<file path="src/rtl/swc_pkg.sv">
`default_nettype none
package swc_pkg;

  localparam logic [11:0] SWC_CTL_OFF  = 12'h32C;
  localparam logic [31:0] SWC_RSV_MASK = 32'hFFF8_3E00;

  // Field positions
  localparam int BIT_FULL_RST   = 0;
  localparam int BIT_WARM_RST   = 1;
  localparam int BIT_HOLD       = 2;
  localparam int BIT_UNLOCK     = 3;
  localparam int BIT_BUDGET_UL  = 4;
  localparam int BIT_LDWR_DIS   = 5;
  localparam int BIT_SKIP_EE    = 6;
  localparam int BIT_STRICT     = 7;
  localparam int BIT_PEER_DIS   = 8;
  localparam int BIT_STORE_FWD  = 14;
  localparam int BIT_LOCK_BYP   = 15;
  localparam int BIT_WAKE_DIR   = 16;
  localparam int BIT_AUX_EN     = 17;
  localparam int BIT_VBC_DROP   = 18;

  // Reset values
  localparam logic RST_HOLD     = 1'b0;
  localparam logic RST_UNLOCK   = 1'b0;
  localparam logic RST_FIELD    = 1'b0;
  localparam logic RST_WAKE_DIR = 1'b0;

  // Cycles after power-on reset before the synced pin level is valid
  localparam logic [1:0] AUX_SYNC_WAIT = 2'h2;

  typedef struct packed {
    logic vendor_broadcast_drop;
    logic aux_power_use_enable;
    logic wake_pin_direction;
    logic lock_semantics_bypass;
    logic store_forward_force;
    logic peer_traffic_disable;
    logic strict_ordering_force;
    logic skip_eeprom_load_on_warm_reset;
    logic link_down_warm_reset_disable;
    logic budget_data_unlock;
    logic protected_field_unlock;
    logic hold_in_reset;
  } swc_ctl_t;

endpackage
`default_nettype wire

</file>
<file path="src/rtl/swc_switch_control.sv">
// Behaviour
// - Writing bit 0 one pulses full reset.
// - Writing bit 1 one pulses warm reset.
// - Hold bit keeps switch logic in reset.
// - EEPROM error sets the hold bit.
// - Unlock bit gates protected field writes.
// - Unlock set during reset operation.
// - Budget unlock opens power budget registers.
// - Bit 5 suppresses link-down warm resets.
// - Bit 6 skips EEPROM load on warm reset.
// - Bit 7 forces strict ordering.
// - Bit 8 blocks peer-to-peer traffic.
// - Bit 14 forces store-and-forward routing.
// - Bit 15 bypasses lock semantics.
// - Bit 16 sets wake pin direction.
// - Bit 17 loads inverse of disable pin.
// - Bit 18 drops vendor broadcasts.
`timescale 1ns/1ns
`default_nettype none
module swc_switch_control
  import swc_pkg::*;
(
  input  wire logic        clk_i,
  input  wire logic        rst_i,
  input  wire logic        fund_rst_i,
  input  wire logic        reset_seq_i,
  input  wire logic        eeprom_err_i,
  input  wire logic        hold_strap_i,
  input  wire logic        link_dl_down_i,
  input  wire logic        wake_req_i,
  input  wire logic        aux_power_disable_pin_i,
  input  wire logic        wake_pin_i,
  output logic             wake_pin_o,
  output logic             wake_pin_oe_o,
  output logic             wake_seen_o,
  input  wire logic        wb_cyc_i,
  input  wire logic        wb_stb_i,
  input  wire logic        wb_we_i,
  input  wire logic [11:0] wb_adr_i,
  input  wire logic [3:0]  wb_sel_i,
  input  wire logic [31:0] wb_dat_i,
  output logic [31:0]      wb_dat_o,
  output logic             wb_ack_o,
  output logic             full_reset_trigger_o,
  output logic             warm_reset_trigger_o,
  output logic             hold_in_reset_o,
  output logic             budget_wr_ok_o,
  output swc_ctl_t         ctl_o
);

  swc_ctl_t    ctl_q;
  swc_ctl_t    ctl_d;
  logic        ack_q;
  logic [31:0] dat_q;
  logic        full_q;
  logic        warm_q;
  logic        aux_s1_q;
  logic        aux_s2_q;
  logic        wake_s1_q;
  logic        wake_s2_q;
  logic        hold_s1_q;
  logic        hold_s2_q;
  logic [1:0]  aux_cnt_q;
  logic        aux_load_q;

  wire         req      = wb_cyc_i & wb_stb_i;
  wire         hit      = wb_adr_i[11:2] == SWC_CTL_OFF[11:2];
  wire         commit   = req & ack_q & wb_we_i & hit;
  wire         wr_l0    = commit & wb_sel_i[0];
  wire         wr_l1    = commit & wb_sel_i[1];
  wire         wr_l2    = commit & wb_sel_i[2];
  wire         unlocked = ctl_q.protected_field_unlock;
  wire [31:0]  rd_word;

  assign rd_word = {13'h0,
                    ctl_q.vendor_broadcast_drop,
                    ctl_q.aux_power_use_enable,
                    ctl_q.wake_pin_direction,
                    ctl_q.lock_semantics_bypass,
                    ctl_q.store_forward_force,
                    5'h0,
                    ctl_q.peer_traffic_disable,
                    ctl_q.strict_ordering_force,
                    ctl_q.skip_eeprom_load_on_warm_reset,
                    ctl_q.link_down_warm_reset_disable,
                    ctl_q.budget_data_unlock,
                    ctl_q.protected_field_unlock,
                    ctl_q.hold_in_reset,
                    2'h0};

  always_comb
  begin
    ctl_d = ctl_q;
    if (wr_l0)
    begin
      ctl_d.hold_in_reset                  = wb_dat_i[BIT_HOLD];
      ctl_d.protected_field_unlock         = wb_dat_i[BIT_UNLOCK];
      if (unlocked)
      begin
        ctl_d.budget_data_unlock = wb_dat_i[BIT_BUDGET_UL];
      end
      ctl_d.link_down_warm_reset_disable   = wb_dat_i[BIT_LDWR_DIS];
      ctl_d.skip_eeprom_load_on_warm_reset = wb_dat_i[BIT_SKIP_EE];
      ctl_d.strict_ordering_force          = wb_dat_i[BIT_STRICT];
    end
    if (wr_l1)
    begin
      ctl_d.peer_traffic_disable  = wb_dat_i[BIT_PEER_DIS];
      ctl_d.store_forward_force   = wb_dat_i[BIT_STORE_FWD];
      ctl_d.lock_semantics_bypass = wb_dat_i[BIT_LOCK_BYP];
    end
    if (wr_l2)
    begin
      ctl_d.wake_pin_direction    = wb_dat_i[BIT_WAKE_DIR];
      ctl_d.aux_power_use_enable  = wb_dat_i[BIT_AUX_EN];
      ctl_d.vendor_broadcast_drop = wb_dat_i[BIT_VBC_DROP];
    end
    if (eeprom_err_i)
    begin
      ctl_d.hold_in_reset = 1'b1;
    end
    if (reset_seq_i)
    begin
      ctl_d.protected_field_unlock = 1'b1;
    end
    if (aux_load_q)
    begin
      ctl_d.aux_power_use_enable = ~aux_s2_q;
    end
    // Full reset spares wake and aux bits; hold strap wins over writes
    if (fund_rst_i)
    begin
      ctl_d.hold_in_reset                  = hold_s2_q;
      ctl_d.protected_field_unlock         = reset_seq_i;
      ctl_d.budget_data_unlock             = RST_FIELD;
      ctl_d.link_down_warm_reset_disable   = RST_FIELD;
      ctl_d.skip_eeprom_load_on_warm_reset = RST_FIELD;
      ctl_d.strict_ordering_force          = RST_FIELD;
      ctl_d.peer_traffic_disable           = RST_FIELD;
      ctl_d.store_forward_force            = RST_FIELD;
      ctl_d.lock_semantics_bypass          = RST_FIELD;
      ctl_d.vendor_broadcast_drop          = RST_FIELD;
    end
  end

  always_ff @(posedge clk_i)
  begin
    if (rst_i)
    begin
      ctl_q <= '0;
      ctl_q.hold_in_reset <= RST_HOLD;
      ctl_q.protected_field_unlock <= RST_UNLOCK;
      ctl_q.wake_pin_direction <= RST_WAKE_DIR;
    end
    else
    begin
      ctl_q <= ctl_d;
    end
  end

  // Pin synchronisers
  always_ff @(posedge clk_i)
  begin
    if (rst_i)
    begin
      aux_s1_q  <= 1'b0;
      aux_s2_q  <= 1'b0;
      // Idle level of the pin, so no false wake after reset
      wake_s1_q <= 1'b1;
      wake_s2_q <= 1'b1;
      hold_s1_q <= 1'b0;
      hold_s2_q <= 1'b0;
    end
    else
    begin
      aux_s1_q  <= aux_power_disable_pin_i;
      aux_s2_q  <= aux_s1_q;
      wake_s1_q <= wake_pin_i;
      wake_s2_q <= wake_s1_q;
      hold_s1_q <= hold_strap_i;
      hold_s2_q <= hold_s1_q;
    end
  end

  // Pin level only valid once the synchroniser has filled
  always_ff @(posedge clk_i)
  begin
    if (rst_i)
    begin
      aux_cnt_q  <= 2'h0;
      aux_load_q <= 1'b0;
    end
    else
    begin
      aux_load_q <= aux_cnt_q == AUX_SYNC_WAIT - 2'h1;
      if (aux_cnt_q != AUX_SYNC_WAIT)
      begin
        aux_cnt_q <= aux_cnt_q + 2'h1;
      end
    end
  end

  // Bus slave, one wait state
  always_ff @(posedge clk_i)
  begin
    if (rst_i)
    begin
      ack_q <= 1'b0;
      dat_q <= 32'h0000_0000;
    end
    else
    begin
      ack_q <= req & ~ack_q;
      dat_q <= (req & ~ack_q & hit) ? rd_word : 32'h0000_0000;
    end
  end

  // Trigger pulses
  always_ff @(posedge clk_i)
  begin
    if (rst_i)
    begin
      full_q <= 1'b0;
      warm_q <= 1'b0;
    end
    else
    begin
      full_q <= wr_l0 & wb_dat_i[BIT_FULL_RST];
      warm_q <= (wr_l0 & wb_dat_i[BIT_WARM_RST]) |
                (link_dl_down_i & ~ctl_q.link_down_warm_reset_disable);
    end
  end

  assign wb_ack_o             = ack_q;
  assign wb_dat_o             = dat_q;
  assign full_reset_trigger_o = full_q;
  assign warm_reset_trigger_o = warm_q;
  assign hold_in_reset_o      = ctl_q.hold_in_reset;
  assign budget_wr_ok_o       = ctl_q.budget_data_unlock;
  assign ctl_o                = ctl_q;
  assign wake_pin_o           = 1'b0;
  assign wake_pin_oe_o        = ctl_q.wake_pin_direction & wake_req_i;
  assign wake_seen_o          = ~ctl_q.wake_pin_direction & ~wake_s2_q;

  property p_ack_pulse;
    @(posedge clk_i) disable iff (rst_i)
    wb_ack_o |=> !wb_ack_o;
  endproperty
  a_ack_pulse: assert property (p_ack_pulse) else $error("ack longer than one cycle");

  property p_ack_follows;
    @(posedge clk_i) disable iff (rst_i)
    (req && !wb_ack_o) |=> wb_ack_o;
  endproperty
  a_ack_follows: assert property (p_ack_follows) else $error("request not acked");

  property p_rsv_zero;
    @(posedge clk_i) disable iff (rst_i)
    wb_ack_o |-> ((wb_dat_o & (SWC_RSV_MASK | 32'h0000_0003)) == 32'h0000_0000);
  endproperty
  a_rsv_zero: assert property (p_rsv_zero) else $error("reserved or trigger bit read one");

  property p_full_pulse;
    @(posedge clk_i) disable iff (rst_i)
    (commit && wb_sel_i[0] && wb_dat_i[0]) |=> full_reset_trigger_o ##1 !full_reset_trigger_o;
  endproperty
  a_full_pulse: assert property (p_full_pulse) else $error("full reset pulse wrong");

  property p_warm_gate;
    @(posedge clk_i) disable iff (rst_i || fund_rst_i)
    (link_dl_down_i && ctl_q.link_down_warm_reset_disable && !commit)
      |=> !warm_reset_trigger_o;
  endproperty
  a_warm_gate: assert property (p_warm_gate) else $error("link-down warm reset not gated");

  property p_err_hold;
    @(posedge clk_i) disable iff (rst_i || fund_rst_i)
    eeprom_err_i |=> hold_in_reset_o;
  endproperty
  a_err_hold: assert property (p_err_hold) else $error("eeprom error did not hold");

  property p_lock_guard;
    @(posedge clk_i) disable iff (rst_i || fund_rst_i)
    (!unlocked && !reset_seq_i) |=> $stable(ctl_q.budget_data_unlock);
  endproperty
  a_lock_guard: assert property (p_lock_guard) else $error("locked field changed");

  property p_seq_unlock;
    @(posedge clk_i) disable iff (rst_i)
    reset_seq_i |=> ctl_q.protected_field_unlock;
  endproperty
  a_seq_unlock: assert property (p_seq_unlock) else $error("unlock not set in reset");

  property p_aux_load;
    @(posedge clk_i) disable iff (rst_i)
    aux_load_q |=> (ctl_q.aux_power_use_enable == !$past(aux_s2_q));
  endproperty
  a_aux_load: assert property (p_aux_load) else $error("aux enable not pin inverse");

  property p_wake_dir;
    @(posedge clk_i)
    $fell(rst_i) |-> !ctl_q.wake_pin_direction && !wake_pin_oe_o;
  endproperty
  a_wake_dir: assert property (p_wake_dir) else $error("wake not input after reset");

endmodule
`default_nettype wire

</file>
<file path="config.mk">
export PLATFORM = sky130hd
export DESIGN_NAME = swc_switch_control
export DESIGN_NICKNAME = d
export VERILOG_FILES = /design/src/rtl/swc_pkg.sv /design/src/rtl/swc_switch_control.sv
export SDC_FILE = /design/constraint.sdc
export NUM_CORES = 1
export LEC_CHECK = 0
export BUFFER_PORTS_ARGS = -buffer_cell sky130_fd_sc_hd__buf_4
export CAP_MARGIN = 20
export CORE_MARGIN = 2
export CORE_UTILIZATION = 43
export DETAILED_ROUTE_END_ITERATION = 10
export PLACE_DENSITY = 0.95
export SYNTH_ARGS = -nofsm -noshare
export SYNTH_HDL_FRONTEND = slang
export SYNTH_SLANG_ARGS = --single-unit
</file>
<file path="constraint.sdc">
create_clock -name clk_i -period 2.1 [get_ports clk_i]
set_input_delay 0.42 -clock clk_i [delete_from_list [all_inputs] [get_ports clk_i]]
set_output_delay 0.42 -clock clk_i [all_outputs]
set_load 0.02 [all_outputs]
</file>
==> results by stage <==
Run status:
- The flow ran to the end, and the final reports show no timing, DRC or antenna violations.

Cells and area:
- The repair_antennas step left the layout with diodes totalling 0.
- The post-route non-filler standard cell count is 270.
- The summed area of non-filler cells in the final layout is 2150 µm².
- The multi-input combinational cells in the finished layout cover a total of 724 µm².
- The synthesis-to-finish area growth is 35.5%.
- In the final design database the tool counted 284 nets.
- Leaving out fill and tap cells, the most frequent cells in the layout are 70 x buf_4, 36 x dfxtp_1, 21 x conb_1, 13 x and2_1, 12 x nor2_1.
- The layout cell share with drive strength beyond 1 is 41.0%.
- The area of all sequential standard cells is 721 µm².
- The most common cell after layout, fill and taps aside is buf_4.
- Fill cells in the final layout number 334.

Setup path:
- On the critical path the largest part of the delay comes from simple AND/OR/NAND/NOR gates.
- STA classifies the critical path startpoint as an input pin.
- In this run the register-to-register setup slack is 0.63 ns.
- The critical path's slowest cell is nor4_4.
- The endpoint identified for the worst register-to-register timing path is budget_wr_ok_o.
- The destination of the critical timing path is ctl_o[10].
- The sort of element at the end of the critical path is a flip-flop.
- The startpoint identified for the worst register-to-register timing path is wb_ack_o.
- The number of cells on the worst reg-to-reg path is 4.
- The critical path data arrival time is 1.68 ns.
- The data required time at the worst endpoint is 2.28 ns.
- The number of buffers and inverters on the critical path is 1.
- The launching instance or port of the critical path is wb_adr_i[6].
- Walking the worst path, the cells encountered are buf_4 -> nand4bb_4 -> nor4_4 -> nor3_2 -> a2111oi_2.
- For this run, the slowest stage of the critical path takes 0.46 ns.
- The critical path class is in -> reg.
- Along the worst path, the maximum fanout reaches 4.
- The critical path runs through a total of 5 cells.

Logic synthesis:
- The distinct cell type count after synthesis is 33.
- The async set or reset register ratio after synthesis is 0%.
- After synthesis, the cell types taking the most area are dfxtp_1 45%, buf_4 11%, and2_1 5.1%, mux2i_1 4.4%, nor4_4 4.0%.
- The top cell type's share of synthesized area is 45.5%.
- Synthesis produced a netlist whose cell count is 151.
- The number of warnings issued by yosys is 0.
- Counting flops and latches in the post-synthesis netlist gives 36.
- The summed instance area of the synthesized netlist is 1580 µm².
- The share of synthesized area occupied by flip-flops and latches is 45.5%.
- The number of synthesized flops with an enable pin is 0.
- The biggest area contributor in the post-synthesis netlist is dfxtp_1.
- For this run, the leading register cell type out of synthesis is dfxtp_1.
- The average instance in the mapped netlist occupies 10.5 µm².

Min path:
- The worst min-delay path class is in -> reg.
- The hold path startpoint is wake_pin_i.

Drt:
- The number of design rule violations left after detail routing is 0.
- The routed via count is 1,230.
- Once detail routing completed, the nets flagged for antenna violations numbered 0.
- The number of design-rule violations left by the first detailed-router iteration is 39.
- The detail-routed via count per cell is 4.56.
- The pre-antenna-repair detailed-routing pass consisted of 2 iterations.
- The total wirelength of the detailed-routed design is 3.09 mm.
- The routed length per instance is 11.5 µm.

Floorplanning:
- The area of the core region is 3610 µm².
- The floorplan die area is 4190 µm².
- For this configuration, the core starts out at a cell density of 43.9%.
- The die outline width is 64.7 µm.
- In this run the core area contains 22 standard-cell rows.
- The die is 64.7 µm tall.
- The total I/O pin count is 113.

CTS:
- After clock tree synthesis, the setup repair step added 0 buffers.
- Clock tree synthesis found a total of 36 sinks.
- Once the clock tree was built, the resizer swapped 0 gates to a different size.
- Clock-pin slew was measured on the worst setup and hold paths at 0.07 ns.
- TritonCTS built the clock tree.
- The total clock buffers created by CTS is 5.
- In this run the deepest clock path goes through 2 buffers.
- The tree is rooted in a clkbuf_8.
- For the worst-skew pair, the clock arrives at the later sink with an insertion delay of 0.28 ns.
- The count of H-tree levels built during CTS is 2.
- The number of buffers inserted by hold repair at cts is 0.

Timing:
- Final hold analysis gives a worst-case slack of 0.319 ns.
- The final critical path time including I/O delays and setup is 1.49 ns.
- The clock tree skew after final layout is 0.00610 ns.
- Setup violations remaining at the end of the flow were counted as 0.
- The peak clock frequency supported by timing is 670 MHz.
- The count of pins over their slew limit is 0.
- Setup repair after global routing left no endpoint under its margin.
- The final critical path takes up 71.1% of the cycle.
- After routing, the total negative slack on setup checks comes to 0 ns.
- The number of hold-slack violations in the final timing report is 0.
- The setup slack of the critical path after layout is 0.607 ns.

GRT:
- For this run the aggregate overflow at the end of global routing stands at 0.
- Global routing used 15.5% of the available tracks across all layers.
- The number of antenna violations at the first check in global routing is 0.
- The via count of the first global-routing pass is 1,176.
- The first global-routing pass estimated 4.94 mm of wire.
- Entering global routing, the biggest net connects 18 pins.

Place:
- The worst slack at placement is 0.290 ns.
- In this run, placement finished with an instance count of 262.
- The placed instances occupy a cell area of 2050 µm².
- The number of port buffers is 70.
- The congestion estimate from routability-driven global placement came to 0.706.
- The post-detailed-placement half-perimeter wirelength is 2.45 mm.

Power and ir drop:
- The worst IR drop on VDD is 0.569 mV.
- The standby leakage power is 1.00 nW.
- Power spread over the standard cell area amounts to 700 nW/µm².

Job:
- Across the run, the number of max-cap violations was 0.
stage by stage:
step / total power, mW / utilization, %
finish: 1.50 / 59.5
global route: 1.59 / 59.5
CTS: 1.52 / 59.5
detailed placement: 1.02 / 56.9
global placement: 1.01 / 56.9
floorplan: 0.949 / -
layer usage:
metal  vias up  track usage, %  wire length, µm
met5         -               0                0
met4         0            4.26               29
met3         4            6.94              268
met2        52            29.2             1640
met1       570            15.4             1160
li1        604               -                -
worst register-to-register path: stages, from the launching register on:
cell     delay [ns]
dfxtp_1        0.40
nand4_4        0.18
or4_1          0.53
o21ai_0        0.17
a21oi_1        0.08
registers in the layout (all words and copies together) (netlist names):
register,cells
wb_dat_o,12
aux_s2_q,1
hold_in_reset_o,1
hold_s2_q,1
full_reset_trigger_o,1
hold_s1_q,1
unlocked,1
ctl_o,9
aux_load_q,1
aux_cnt_q,2
aux_s1_q,1
warm_reset_trigger_o,1
wake_s2_q,1
wake_s1_q,1
wb_ack_o,1
budget_wr_ok_o,1
report_power, final:
group	total (mW)	internal [mW]	switching (mW)
combinational	0.253	0.122	0.131
clock	0.497	0.266	0.231
sequential	0.752	0.721	0.0303
Yosys cell counts, drive strengths merged, types with 2 or more instances:
cell	n
dfxtp	36
buf	24
and2	13
nor2	12
mux2i	7
a21oi	6
inv	6
nor2b	6
nand3	4
o21ai	4
and4	3
clkbuf	3
nor4	3
or2	3
ha	2
nand4	2
nor3	2
nor3b	2
or3b	2
worst min-delay path by stage:
stage                      to  cells past startpoint
floorplan           wake_s2_q                      1
global placement    wake_s2_q                      1
detailed placement  wake_s2_q                      1
CTS                 wake_s1_q                      2
global route        wake_s1_q                      2
finish              wake_s1_q                      2
cell families after synthesis:
logic type,after synthesis,synth area share (%)
buffers and inverters,33,13.5
DFF,36,45.5
xor gates and xnor gates,1,0.553
other,1,0.237
and+or+nand+nor,58,28.8
muxes,7,4.42
AOI/OAI and AO/OA,13,5.45
adders and majority gates,2,1.58
area by class of cell:
cell class,instances,area share [%]
Clock buffer,7,4.02
Sequential cell,36,33.6
Tap cell,48,2.80
Timing Repair Buffer,70,24.5
Multi-Input combinational cell,102,33.7
Clock inverter,1,0.350
Inverter,6,1.05
(Power assumes the default switching activity.)
